[src/pkg/state_store_defines.svh]
// constants for the state storage protection block
// assumes inclusion by bare name from package and design files
`ifndef STATE_STORE_DEFINES_SVH
`define STATE_STORE_DEFINES_SVH

// ---------------------------------------------------------------
// command opcodes
// ---------------------------------------------------------------
`define SS_OP_SELECT     3'h0
`define SS_OP_SELECT_Q   3'h1
`define SS_OP_PROTECT    3'h2
`define SS_OP_PROTECT_Q  3'h3
`define SS_OP_ERASE      3'h4
`define SS_OP_SAVE       3'h5

// ---------------------------------------------------------------
// error codes
// ---------------------------------------------------------------
`define SS_ERR_NONE      2'h0
`define SS_ERR_PROTECTED 2'h1
`define SS_ERR_RANGE     2'h2

// ---------------------------------------------------------------
// slot numbering and reset values
// ---------------------------------------------------------------
`define SS_SLOT_W        4
`define SS_SLOT_MIN      4'h1
`define SS_SLOT_MAX      4'h9
`define SS_SLOT_NONE     4'h0
`define SS_NUM_SLOTS     9
`define SS_FLAG_RESET    1'h0

`endif

[src/pkg/state_store_pkg.sv]
// types for the state storage protection block
// assumes the defines header is on the include path
`include "state_store_defines.svh"

package state_store_pkg;

  // command kinds
  typedef enum logic [2:0] {
    OP_SELECT    = `SS_OP_SELECT,
    OP_SELECT_Q  = `SS_OP_SELECT_Q,
    OP_PROTECT   = `SS_OP_PROTECT,
    OP_PROTECT_Q = `SS_OP_PROTECT_Q,
    OP_ERASE     = `SS_OP_ERASE,
    OP_SAVE      = `SS_OP_SAVE
  } cmd_op_t;

  // error kinds
  typedef enum logic [1:0] {
    ERR_NONE      = `SS_ERR_NONE,
    ERR_PROTECTED = `SS_ERR_PROTECTED,
    ERR_RANGE     = `SS_ERR_RANGE
  } err_code_t;

  typedef logic [`SS_SLOT_W-1:0] slot_t;

endpackage : state_store_pkg

[src/pkg/slot_flag_if.sv]
// carrier between the command logic and the protection flag table
// assumes both ends run on the same clock
`include "state_store_defines.svh"

interface slot_flag_if;
  logic wr_en;
  state_store_pkg::slot_t wr_slot;
  logic wr_val;
  state_store_pkg::slot_t rd_slot;
  logic rd_val;

  modport ctrl (output wr_en, output wr_slot, output wr_val, output rd_slot, input rd_val);
  modport table_side (input wr_en, input wr_slot, input wr_val, input rd_slot, output rd_val);
endinterface : slot_flag_if

[src/logic/slot_protect_table.sv]
// protection flag storage, one flag per user slot
// assumes the controller only writes slots in range
`include "state_store_defines.svh"

module slot_protect_table #(
  parameter int NUM_SLOTS = `SS_NUM_SLOTS
) (
  input wire logic sys_clk_in,
  input wire logic arst_n_in,
  slot_flag_if.table_side flag_bus
);

  logic [NUM_SLOTS:1] flag_r;
  logic [NUM_SLOTS:1] flag_nxt;

  // ---------------------------------------------------------------
  // flag storage
  // ---------------------------------------------------------------
  genvar i;
  generate
    for (i = 1; i <= NUM_SLOTS; i++) begin : g_flag
      // next value per slot, written by index
      assign flag_nxt[i] = (flag_bus.wr_en && flag_bus.wr_slot == `SS_SLOT_W'(i)) ?
        flag_bus.wr_val : flag_r[i];
    end
  endgenerate

  // one register for the whole table, so every bit has a single driver
  always_ff @(posedge sys_clk_in or negedge arst_n_in) begin
    if (!arst_n_in) begin
      flag_r <= {NUM_SLOTS{`SS_FLAG_RESET}};
    end else begin
      flag_r <= flag_nxt;
    end
  end

  // read by index; slot 0 reads as set, above the table as clear
  always_comb begin
    flag_bus.rd_val = 1'h0;
    if (flag_bus.rd_slot == `SS_SLOT_NONE) begin
      flag_bus.rd_val = 1'h1;
    end else if (int'(flag_bus.rd_slot) <= NUM_SLOTS) begin
      flag_bus.rd_val = flag_r[flag_bus.rd_slot];
    end
  end

endmodule // slot_protect_table

[src/logic/state_store_protection.sv]
// command handling for user state slots and their write protection
// assumes commands arrive one per cycle, synchronous to sys_clk_in
//
// Contract
// - erase of unprotected slot 1..9 pulses the erase strobe for that slot
// - erase of protected slot leaves it alone and reports slot-protected
// - erase naming slot 0 leaves it alone and reports out-of-range
// - select takes slot 1..9 and keeps it as the current slot
// - slot 0 always protected; selecting it reports out-of-range, slot kept
// - select query returns the current slot number
// - protect on/off sets or clears the flag of the current slot
// - save to a protected slot is not granted and reports slot-protected
// - protection commands on slot 0 report out-of-range
// - protect query returns the flag of the current slot
`include "state_store_defines.svh"

module state_store_protection #(
  parameter int NUM_SLOTS = `SS_NUM_SLOTS
) (
  input wire logic sys_clk_in,
  input wire logic arst_n_in,
  input wire logic cmd_valid_in,
  input wire logic [2:0] cmd_op_in,
  input wire logic [`SS_SLOT_W-1:0] cmd_slot_in,
  input wire logic cmd_arg_in,
  output logic rsp_valid_out,
  output logic [`SS_SLOT_W-1:0] rsp_data_out,
  output logic err_valid_out,
  output logic [1:0] err_code_out,
  output logic erase_out,
  output logic save_out,
  output logic [`SS_SLOT_W-1:0] slot_out
);

  // ---------------------------------------------------------------
  // decoding helpers
  // ---------------------------------------------------------------
  function automatic logic in_range(input logic [`SS_SLOT_W-1:0] s);
    in_range = (s >= `SS_SLOT_MIN) && (s <= `SS_SLOT_MAX);
  endfunction

  state_store_pkg::slot_t sel_r;
  state_store_pkg::cmd_op_t op;
  logic cmd_ok;
  logic tgt_hit;

  slot_flag_if flag_bus ();

  slot_protect_table #(
    .NUM_SLOTS(NUM_SLOTS)
  ) u_table (
    .sys_clk_in(sys_clk_in),
    .arst_n_in(arst_n_in),
    .flag_bus(flag_bus)
  );

  // ---------------------------------------------------------------
  // command decode
  // ---------------------------------------------------------------
  // illegal opcodes fall out as no command
  always_comb begin
    op = state_store_pkg::cmd_op_t'(cmd_op_in);
    cmd_ok = cmd_valid_in;
    unique case (cmd_op_in)
      `SS_OP_SELECT, `SS_OP_SELECT_Q, `SS_OP_PROTECT,
      `SS_OP_PROTECT_Q, `SS_OP_ERASE, `SS_OP_SAVE: cmd_ok = cmd_valid_in;
      default: cmd_ok = 1'h0;
    endcase
  end

  // flag port: protect commands act on the current slot, others on the named one
  always_comb begin
    flag_bus.rd_slot = cmd_slot_in;
    if (op == state_store_pkg::OP_PROTECT_Q || op == state_store_pkg::OP_PROTECT) begin
      flag_bus.rd_slot = sel_r;
    end
    flag_bus.wr_en = cmd_ok && op == state_store_pkg::OP_PROTECT && in_range(sel_r);
    flag_bus.wr_slot = sel_r;
    flag_bus.wr_val = cmd_arg_in;
  end
  assign tgt_hit = flag_bus.rd_val;

  // ---------------------------------------------------------------
  // current slot
  // ---------------------------------------------------------------
  // slot 0 and above 9 never replace the held slot
  always_ff @(posedge sys_clk_in or negedge arst_n_in) begin
    if (!arst_n_in) begin
      sel_r <= `SS_SLOT_NONE;
    end else if (cmd_ok && op == state_store_pkg::OP_SELECT && in_range(cmd_slot_in)) begin
      sel_r <= cmd_slot_in;
    end
  end

  // ---------------------------------------------------------------
  // query answers
  // ---------------------------------------------------------------
  always_ff @(posedge sys_clk_in or negedge arst_n_in) begin
    if (!arst_n_in) begin
      rsp_valid_out <= 1'h0;
      rsp_data_out <= `SS_SLOT_NONE;
    end else begin
      rsp_valid_out <= 1'h0;
      if (cmd_ok && op == state_store_pkg::OP_SELECT_Q) begin
        rsp_valid_out <= 1'h1;
        rsp_data_out <= sel_r;
      end else if (cmd_ok && op == state_store_pkg::OP_PROTECT_Q && in_range(sel_r)) begin
        rsp_valid_out <= 1'h1;
        rsp_data_out <= {{(`SS_SLOT_W-1){1'h0}}, tgt_hit};
      end
    end
  end

  // ---------------------------------------------------------------
  // erase and save strobes
  // ---------------------------------------------------------------
  // strobe only when the target is in range and unprotected
  always_ff @(posedge sys_clk_in or negedge arst_n_in) begin
    if (!arst_n_in) begin
      erase_out <= 1'h0;
      save_out <= 1'h0;
      slot_out <= `SS_SLOT_NONE;
    end else begin
      erase_out <= 1'h0;
      save_out <= 1'h0;
      if (cmd_ok && in_range(cmd_slot_in) && !tgt_hit) begin
        if (op == state_store_pkg::OP_ERASE) begin
          erase_out <= 1'h1;
          slot_out <= cmd_slot_in;
        end else if (op == state_store_pkg::OP_SAVE) begin
          save_out <= 1'h1;
          slot_out <= cmd_slot_in;
        end
      end
    end
  end

  // ---------------------------------------------------------------
  // error reporting
  // ---------------------------------------------------------------
  always_ff @(posedge sys_clk_in or negedge arst_n_in) begin
    if (!arst_n_in) begin
      err_valid_out <= 1'h0;
      err_code_out <= `SS_ERR_NONE;
    end else begin
      err_valid_out <= 1'h0;
      err_code_out <= `SS_ERR_NONE;
      if (cmd_ok) begin
        unique case (op)
          state_store_pkg::OP_SELECT: begin
            if (!in_range(cmd_slot_in)) begin
              err_valid_out <= 1'h1;
              err_code_out <= `SS_ERR_RANGE;
            end
          end
          state_store_pkg::OP_PROTECT, state_store_pkg::OP_PROTECT_Q: begin
            if (!in_range(sel_r)) begin
              err_valid_out <= 1'h1;
              err_code_out <= `SS_ERR_RANGE;
            end
          end
          state_store_pkg::OP_ERASE, state_store_pkg::OP_SAVE: begin
            if (!in_range(cmd_slot_in)) begin
              err_valid_out <= 1'h1;
              err_code_out <= `SS_ERR_RANGE;
            end else if (tgt_hit) begin
              err_valid_out <= 1'h1;
              err_code_out <= `SS_ERR_PROTECTED;
            end
          end
          default: begin
          end
        endcase
      end
    end
  end
endmodule // state_store_protection

[config.mk]
export PLATFORM = sky130hd
export DESIGN_NAME = state_store_protection
export DESIGN_NICKNAME = d
export VERILOG_FILES = /design/src/pkg/state_store_pkg.sv /design/src/pkg/slot_flag_if.sv /design/src/logic/slot_protect_table.sv /design/src/logic/state_store_protection.sv
export VERILOG_INCLUDE_DIRS = /design/src /design/src/pkg
export SDC_FILE = /design/constraint.sdc
export NUM_CORES = 1
export LEC_CHECK = 0
export ABC_AREA = 1
export BUFFER_PORTS_ARGS = -buffer_cell sky130_fd_sc_hd__buf_2
export CORE_ASPECT_RATIO = 0.6
export CORE_UTILIZATION = 55
export CTS_BUF_LIST = sky130_fd_sc_hd__clkbuf_4
export CTS_CLUSTER_DIAMETER = 30
export CTS_CLUSTER_SIZE = 10
export DETAILED_ROUTE_END_ITERATION = 7
export PLACE_DENSITY = 0.78
export SLEW_MARGIN = 20
export SYNTH_ARGS = -nofsm -noshare
export SYNTH_HDL_FRONTEND = slang
export SYNTH_SLANG_ARGS = --single-unit
[constraint.sdc]
create_clock -name sys_clk_in -period 1.9 [get_ports sys_clk_in]
set_clock_uncertainty 0.15 [all_clocks]
set_input_delay 0.095 -clock sys_clk_in [delete_from_list [all_inputs] [get_ports sys_clk_in]]
set_output_delay 0.095 -clock sys_clk_in [all_outputs]
set_load 0.005 [all_outputs]
==> results.yml, run 1 <==
timing:
  min_period_ns: 1.78
  hold_violations: 0
  setup_viol: 0
  fin_crit_sh_pct: 93.9
  worst_pin_slew_ns: 0.594
  timing.fmax_ghz: 0.560
  slew_headroom_pct: 60.4
  finalSetupTns_ns: 0
  slew_violations: 0
  grt_setup_unrepaired: "no"
  setup_ws_ns: 0.115
yosys:
  ys_seq_area_share_pct: 45.5
  syn_inst: 175
  synth-edff-count: 0
  syn_nets: 186
  post_synth.cell_area_avg_um2: 8.49
  synth-async-reset-ratio_pct: 100
  synth-main-ff-cell: "dfrtp_1"
  synth_seq_cells: 27
  synth_warnings: 0
  synth.cell_area_um2: 1490
  ys_types: 30
worst_setup_path:
  crit_family: "buffers and inverters"
  path_class: "input port to flop"
  endpoint_kind: "flop"
  required_ns: 1.97
  cpMaxStageDelayCell: "dlygate4sd3_1"
  cp.arrival_ns: 1.85
  crit_fanout: 10
  path_buf_inv: 3
  start_kind: "input port"
  cpMostUsedCell: "nand2_1"
  critical_path.max_stage_delay_ns: 0.54
  path_cells: "dlygate4sd3_1, buf_4, inv_8, nand2_8, o21ai_2, nand2_1, nand2_1, nand3_2, nand2_4, nand2_4, nand2_1, nand3_1"
hold_path:
  hp-class: "input port to flop"
cts:
  clockBufferDepth: 2
  clk_pin_slew_ns: 0.13
  cts_tree: "done"
  numCtsBuffers: 3
  cts_root_buffer: "clkbuf_4"
  htree_num_levels: 1
  cts.sinks: 27
  clock_latency_ns: 0.33
placed_design:
  dp_cells: 230
  place.gp.congestion: 0.869
  dp_hpwl_um: 2690
  dp_slack_ns: 0.0480
  postPlaceCellArea_um2: 1640
  portBuffers: 24
layout:
  fin_area_um2: 1830
  syn2layout_area_growth_pct: 23.1
  drive_above_1_share_pct: 30.2
  final_common_cell: "nand2_1"
  final_cell_mix: "39 x nand2_1, 25 x dfrtp_1, 23 x buf_2"
  fin_cells: 247
  nNetsFinal: 227
  diodes: 0
power:
  p_leak_nw: 0.931
  irDropWorstVdd_uv: 625
  p_per_area_nw_per_um2: 846
floorplan:
  fp.dieW_um: 69.1
  coreArea_um2: 2540
  io_pins: 25
  chipHeight_um: 42.3
  rows: 14
  start_util_pct: 58.5
  dieArea_um2: 2920
drt:
  drc: 0
  postRouteAntennaNets: 0
  drtIter0Drc: 107
  drt-pass1-iter-count: 5
  via_per_inst: 5.74
  vias: 1418
  drt-wirelength-per-cell_um: 15.1
  drt_wl_total_um: 3720
global_route:
  track_usage_pct: 26.4
  grt_overflow_total: 0
  grt_pass1_wl_um: 5870
  first_global_vias: 1207
  antenna_found_initial: 0
  grt_max_degree: 28
run:
  drv_cap: 0
run_status:
  status: "completed"
## report_power, final
part	total [mW]	switching [mW]	leakage (nW)	internal, mW
clock	0.261	0.164	0.0184	0.0966
sequential	0.778	0.0864	0.347	0.692
combinational	0.509	0.314	0.566	0.196
## area by class of cell
class	instances	area, um^2
flip-flops and latches	27	678
multi-input cells	126	752
clock buffers	4	30.0
inverters	21	86.3
repair buffers	37	243
fillers	191	711
well taps	32	40.0
## sequential cells by signal, summed over array words and instances, names as in the netlist
signal	count
save_out	1
flag_bus.wr_slot	4
slot_out	4
u_table.flag_r	9
rsp_valid_out	1
rsp_data_out	4
err_code_out	2
erase_out	1
err_valid_out	1
## worst reg2reg max path: cells and delay by family, from the launching register on
family / cells / cell delay, ns
AO/OA/AOI/OAI: 2 / 0.37
flip-flops: 1 / 0.46
AND/OR/NAND/NOR: 3 / 0.33
buffers and inverters: 3 / 0.38
## path summary, 6_finish.rpt
kind / slack (ns) / to / start / cells past startpoint
worst max-delay path: 0.12 / rsp_data_out[0]$_DFFE_PN0P_ / cmd_op_in[2] / 12
worst min-delay path: 0.10 / erase_out$_DFF_PN0_ / cmd_op_in[1] / 4
worst max register to register: 0.15 / u_table.flag_r[4]$_DFFE_PN0P_ / flag_bus.wr_slot[0]$_DFFE_PN0P_ / 8
worst min register to register: 0.34 / slot_out[0]$_DFFE_PN0P_ / slot_out[0]$_DFFE_PN0P_ / 2
max in group asynchronous: 1.04 / flag_bus.wr_slot[0]$_DFFE_PN0P_ / arst_n_in / 2
min in group asynchronous: 0.13 / slot_out[0]$_DFFE_PN0P_ / arst_n_in / 2
## through the flow
stage | power [mW] | util (%) | hold WS (ns)
after global placement | 1.21 | 64.4 | -0.0252
after global routing | 1.64 | 72.0 | 0.120
after CTS | 1.51 | 69.1 | 0.0739
after floorplan | 1.07 | - | -0.351
after detailed placement | 1.23 | 64.4 | -0.0136
final | 1.55 | 72.0 | 0.104
## synthesized netlist by cell type, types with 3 or more instances
master    n  share of area, %
nand2_4   4               3.0
dfrtp_1  27                45
nand3_2   4               2.7
nor2_1    8               2.0
a21oi_1  10               3.4
nand4_1   5               2.1
nor2_2    3               1.3
o21ai_0  10               3.4
a31oi_1   7               2.9
nand2_2   3               1.3
inv_1    19               4.8
o21ai_1   3               1.0
nand3_1  11               3.7
nand2_1  41                10
## routing by layer
metal / vias to the layer above / global-route usage [%] / share of wire, %
met5: - / 0 / 0
met2: 75 / 38.4 / 45
li1: 667 / - / -
met4: 0 / 4.90 / 1.0
met1: 670 / 40.0 / 45
met3: 6 / 6.97 / 8.4
## logic make-up (layout without fill, tap and decap cells)
| logic type | count (synthesis) | after routing | synth area share (%) |
|---|---|---|---|
| buf+inv | 22 | 62 | 6.23 |
| compound gates | 36 | 36 | 14.1 |
| flops | 27 | 27 | 45.5 |
| simple gates | 90 | 90 | 34.2 |
## what timing repair did
| action | in CTS | in global routing |
|---|---|---|
| endpoints found under the setup margin | 0 | 7 |
| setup buffers | 0 | 4 |
| hold buffers | 9 | 0 |
| endpoints found under the hold margin | 40 | 0 |
| gates resized for setup | 0 | 15 |
Note: power is estimated with default switching activity, not from simulation.
==> run 2, diff against run 1 <==
CORE_ASPECT_RATIO = 0.9   (was 0.6)
==> results.yml, run 2 (synthesis gave the netlist of run 1 again) <==
power:
  p_leak_nw: 0.911
  total_power_mw: 1.49
  p_per_area_nw_per_um2: 839
  p_seq_share_pct: 51.9
  swShare_pct: 36.4
  p_switching_mw: 0.541
  p_int_mw: 0.946
  irDropWorstVdd_uv: 546
  comb_power_share_pct: 31.2
  clkPwrFrac_pct: 16.9
drt:
  wl_met2_um: 1520
  top_layer: "met4"
  drtIter0Drc: 64
  met3_length_um: 198
  vias: 1335
  wl_met1_um: 1490
  drt-wirelength-per-cell_um: 13.6
  drt_wl_total_um: 3270
  postRouteAntennaNets: 0
  drc: 2
  via_per_inst: 5.56
  drt-pass1-iter-count: 6
cts:
  htree_num_levels: 1
  cts_root_buffer: "clkbuf_4"
  numCtsBuffers: 3
  cts_tree: "done"
  clock_latency_ns: 0.33
  clockBufferDepth: 2
  clk_pin_slew_ns: 0.15
  cts.sinks: 27
worst_setup_path:
  cp.arrival_ns: 1.82
  path_cells: "dlygate4sd3_1, buf_2, inv_4, nand2_8, nand2_2, nand2_4, o211ai_2, nand3_2, nand2_1, nand2_1"
  cpMaxStageDelayCell: "dlygate4sd3_1"
  crit_fanout: 10
  path_buf_inv: 3
  critical_path.max_stage_delay_ns: 0.53
  required_ns: 1.98
  start_kind: "input port"
  endpoint_kind: "flop"
  path_class: "input port to flop"
  cpMostUsedCell: "nand2_1"
  crit_family: "buffers and inverters"
floorplan:
  rows: 17
  fp.dieW_um: 56.8
  chipHeight_um: 51.3
  start_util_pct: 59.2
  dieArea_um2: 2910
  coreArea_um2: 2510
  io_pins: 25
timing:
  setup_viol: 0
  min_period_ns: 1.74
  timing.fmax_ghz: 0.575
  grt_setup_unrepaired: "no"
  slew_headroom_pct: 60.6
  finalSetupTns_ns: 0
  worst_pin_slew_ns: 0.591
  fin_crit_sh_pct: 91.5
  hold_violations: 0
  slew_violations: 0
  hold_slack_ns: 0.131
global_route:
  antenna_found_initial: 0
  grt_overflow_total: 0
  grt_max_degree: 28
  first_global_vias: 1271
  track_usage_pct: 25.3
  grt_pass1_wl_um: 5590
layout:
  multi_input_area_um2: 732
  syn2layout_area_growth_pct: 19.2
  largest_register: "u_table.flag_r"
  final_common_cell: "nand2_1"
  drive_above_1_share_pct: 26.4
  utilization_pct: 70.6
  nNetsFinal: 224
  final_cell_mix: "40 x nand2_1, 27 x dfrtp_1, 24 x buf_2"
  seqCellArea_um2: 676
  diodes: 0
  nFillCells: 211
  largest_register_ffs: 9
placed_design:
  place.gp.congestion: 0.916
  portBuffers: 24
  dp_hpwl_um: 2360
run_status:
  violations: "DRC"
  status: "finished with violations"
run:
  drv_cap: 0
hold_path:
  hp-class: "input port to asynchronous set/reset pin"
## run 2: area by class of cell
class	instances	share of cell area (%)
clock inverters	1	0.282
well taps	28	1.98
inverters	21	4.59
flip-flops and latches	27	38.1
repair buffers	34	12.4
clock buffers	3	1.27
multi-input cells	126	41.3
## run 2: worst paths after layout
kind	startpoint	end	slack, ns	depth (start not counted)
setup / recovery	cmd_op_in[2]	slot_out[3]$_DFFE_PN0P_	0.16	10
hold / removal	arst_n_in	u_table.flag_r[3]$_DFFE_PN0P_	0.13	2
setup reg to reg	flag_bus.wr_slot[0]$_DFFE_PN0P_	u_table.flag_r[4]$_DFFE_PN0P_	0.17	8
hold reg to reg	slot_out[2]$_DFFE_PN0P_	slot_out[2]$_DFFE_PN0P_	0.33	2
max in group asynchronous	arst_n_in	u_table.flag_r[7]$_DFFE_PN0P_	1.08	2
min in group sys_clk_in	cmd_op_in[1]	rsp_data_out[0]$_DFFE_PN0P_	0.14	4
## run 2: per-layer routing
metal | track usage (%) | vias to the layer above
li1 | - | 661
met1 | 31.6 | 625
met2 | 42.7 | 43
met3 | 6.58 | 6
met4 | 9.35 | 0
met5 | 0 | -
## run 2: per-stage QoR
stage | cell area (um^2) | setup slack, ns | cells
6_report | 1770 | 0.161 | 240
5_1_grt | 1770 | 0.0116 | 240
4_1_cts | 1760 | 0.0883 | 240
3_5_place_dp | 1630 | 0.122 | 226
3_3_place_gp | 1630 | 0.229 | 226
2_1_floorplan | 1490 | 0.427 | 175
## run 2: timing repair
action | in CTS | in global routing
hold endpoints to repair | 44 | 0
hold buffers | 10 | 0
setup endpoints to repair | 0 | 5
gates resized for setup | 0 | 3
setup buffers | 0 | 0
## run 2: power groups by stage
stage          sequential, mW  combinational, mW  clock, mW
2_1_floorplan           0.770              0.299          0
3_3_place_gp            0.775              0.432          0
3_5_place_dp            0.779              0.441          0
4_1_cts                 0.768              0.457      0.259
5_1_grt                 0.786              0.520      0.277
6_report                0.772              0.464      0.251
==> run 3, diff against run 2 <==
ABC_AREA = unset   (was 1)
==> results.yml, run 3 <==
run_status:
  status: "finished with violations"
  violations: "DRC, setup timing"
layout:
  largest_register_ffs: 9
  syn2layout_area_growth_pct: 35.8
  largest_register: "u_table.flag_r"
  final_common_cell: "buf_4"
  drive_above_1_share_pct: 49.0
  final_cell_mix: "30 x buf_4, 24 x dfrtp_1, 24 x buf_2"
  nNetsFinal: 206
  fin_area_um2: 2060
run:
  drv_cap: 0
floorplan:
  chipHeight_um: 51.8
  start_util_pct: 59.9
  dieArea_um2: 2970
  fp.dieW_um: 57.3
  coreArea_um2: 2530
  io_pins: 25
  rows: 17
yosys:
  synthTopCellsByCount: "27 x dfrtp_1, 11 x nor2_1, 10 x mux2_2, 10 x nand2_1, 7 x mux2i_1"
  post_synth.cell_area_avg_um2: 11.3
  ys_seq_area_share_pct: 44.6
  synth-edff-count: 0
  synth.cell_area_um2: 1520
  syn_nets: 145
  ys_types: 42
  syn_inst: 134
  synth_area_leader_cell: "dfrtp_1"
  synth_warnings: 0
  synth-main-ff-cell: "dfrtp_1"
  synth_top_area_share_pct: 44.6
  synth_seq_cells: 27
  post-synth-top-count-cell: "dfrtp_1"
  synth_area_leaders: "dfrtp_1 45%, mux2_2 7.4%, mux2_4 5.0%"
  synth-async-reset-ratio_pct: 100
power:
  comb_power_share_pct: 39.6
  p_leak_nw: 0.991
  swShare_pct: 32.5
  p_int_mw: 1.15
  irDropWorstVdd_uv: 621
  p_seq_share_pct: 45.6
  p_per_area_nw_per_um2: 830
  clkPwrFrac_pct: 14.8
  p_switching_mw: 0.555
drt:
  met3_length_um: 170
  wl_met2_um: 1840
  drt-wirelength-per-cell_um: 17.3
  drtIter0Drc: 38
  top_layer: "met4"
  vias: 1326
  drc: 4
  postRouteAntennaNets: 0
  drt-pass1-iter-count: 6
  wl_met1_um: 1740
  drt_wl_total_um: 3860
  via_per_inst: 5.95
worst_setup_path:
  start_kind: "flop"
  r2r_cells: 6
  reg2reg_to: "slot_out[0]$_DFFE_PN0P_"
  endpoint_kind: "flop"
  required_ns: 1.97
  rrSetupSlack_ns: -0.24
  crit_fanout: 4
  path_class: "flop to flop"
  rr_startpoint: "flag_bus.wr_slot[1]$_DFFE_PN0P_"
  cp.arrival_ns: 2.21
cts:
  numCtsBuffers: 3
  cts_root_buffer: "clkbuf_4"
  clock_latency_ns: 0.32
  clockBufferDepth: 2
  clk_pin_slew_ns: 0.13
  htree_num_levels: 1
  cts_tree: "done"
  cts.sinks: 27
global_route:
  grt_pass1_wl_um: 6320
  antenna_found_initial: 0
  first_global_vias: 1404
  grt_max_degree: 28
  grt_overflow_total: 0
  track_usage_pct: 29.5
placed_design:
  dp_slack_ns: -0.245
  portBuffers: 24
  dp_hpwl_um: 2800
  postPlaceCellArea_um2: 1890
  place.gp.congestion: 0.919
timing:
  slew_headroom_pct: 61.0
  min_period_ns: 2.14
  hold_violations: 0
  setup_ws_ns: -0.235
  worst_pin_slew_ns: 0.585
  timing.fmax_ghz: 0.468
  finalSetupTns_ns: -1.28
  setup_viol: 9
  slew_violations: 0
  grt_setup_unrepaired: "yes"
  fin_crit_sh_pct: 112
hold_path:
  whs_endpoint: "slot_out[2]$_DFFE_PN0P_"
  worst_hold_path.num_cells: 3
  hp-class: "input port to flop"
  min_from: "cmd_slot_in[2]"
==> run 3: changes by cell type after synthesis, sizes merged, moves of 5 or more <==
cell	before	now
o21ai	15	2
nand3	16	5
a21oi	10	2
mux2	0	18
clkbuf	0	5
inv	21	3
nand2	49	10
mux2i	0	8
a31oi	7	0
nor2b	0	5
==> run 3: kinds of logic after synthesis <==
| family | Yosys count | synth area share (%) |
|---|---|---|
| simple gates | 49 | 17.8 |
| compound gates | 22 | 13.4 |
| mux | 26 | 20.7 |
| buf+inv | 10 | 3.55 |
| flops | 27 | 44.6 |
==> run 3: layout make-up <==
class                   instances  area (um^2)
multi-input cells              97          860
flip-flops and latches         27          679
fillers                       156          474
repair buffers                 63          439
well taps                      28         35.0
clock buffers                   4         30.0
inverters                       3         11.3
diodes                          1         2.50
==> run 3: how the worst max path moves through the flow <==
stage | from | to
2_1_floorplan | flag_bus.wr_slot[2]$_DFFE_PN0P_ | slot_out[0]$_DFFE_PN0P_
3_3_place_gp | flag_bus.wr_slot[1]$_DFFE_PN0P_ | slot_out[2]$_DFFE_PN0P_
3_5_place_dp | flag_bus.wr_slot[2]$_DFFE_PN0P_ | slot_out[0]$_DFFE_PN0P_
4_1_cts | flag_bus.wr_slot[1]$_DFFE_PN0P_ | slot_out[0]$_DFFE_PN0P_
5_1_grt | flag_bus.wr_slot[1]$_DFFE_PN0P_ | slot_out[1]$_DFFE_PN0P_
6_report | flag_bus.wr_slot[1]$_DFFE_PN0P_ | slot_out[0]$_DFFE_PN0P_
==> run 3: power groups by stage <==
stage	Clock, mW	Combinational [mW]	Sequential (mW)
finish	0.253	0.677	0.778
global route	0.277	0.728	0.787
CTS	0.264	0.647	0.768
detailed placement	0	0.607	0.778
global placement	0	0.586	0.767
floorplan	0	0.364	0.754
==> run 3: per-stage QoR <==
| stage | power, mW | hold slack, ns | utilization [%] | instances |
|---|---|---|---|---|
| 6_report | 1.71 | 0.0325 | 81.3 | 223 |
| 5_1_grt | 1.79 | 0.0405 | 81.2 | 222 |
| 4_1_cts | 1.68 | 0.0169 | 79.9 | 222 |
| 3_5_place_dp | 1.39 | -0.0253 | 74.7 | 210 |
| 3_3_place_gp | 1.35 | -0.0340 | 74.7 | 210 |
| 2_1_floorplan | 1.12 | -0.351 | - | 134 |
==> run 3: routing by layer <==
| metal | track usage, % | up-vias |
|---|---|---|
| met5 | 0 | - |
| met1 | 34.9 | 667 |
| met3 | 8.71 | 12 |
| met2 | 49.0 | 35 |
| li1 | - | 612 |
| met4 | 15.0 | 0 |
==> run 3: critical path: stages (launching register included) <==
cell,delay (ns)
dfrtp_2,0.46
buf_6,0.14
mux2i_4,0.19
mux2i_2,0.29
o31ai_4,0.11
a211oi_4,0.37
mux2_4,0.33
==> run 3: repair_timing <==
action | CTS | global route
resized for setup | 6 | 9
hold buffers | 6 | 0
setup buffers | 2 | 0
endpoints found under the hold margin | 45 | 0
endpoints found under the setup margin | 9 | 10
pin swaps | 3 | 6
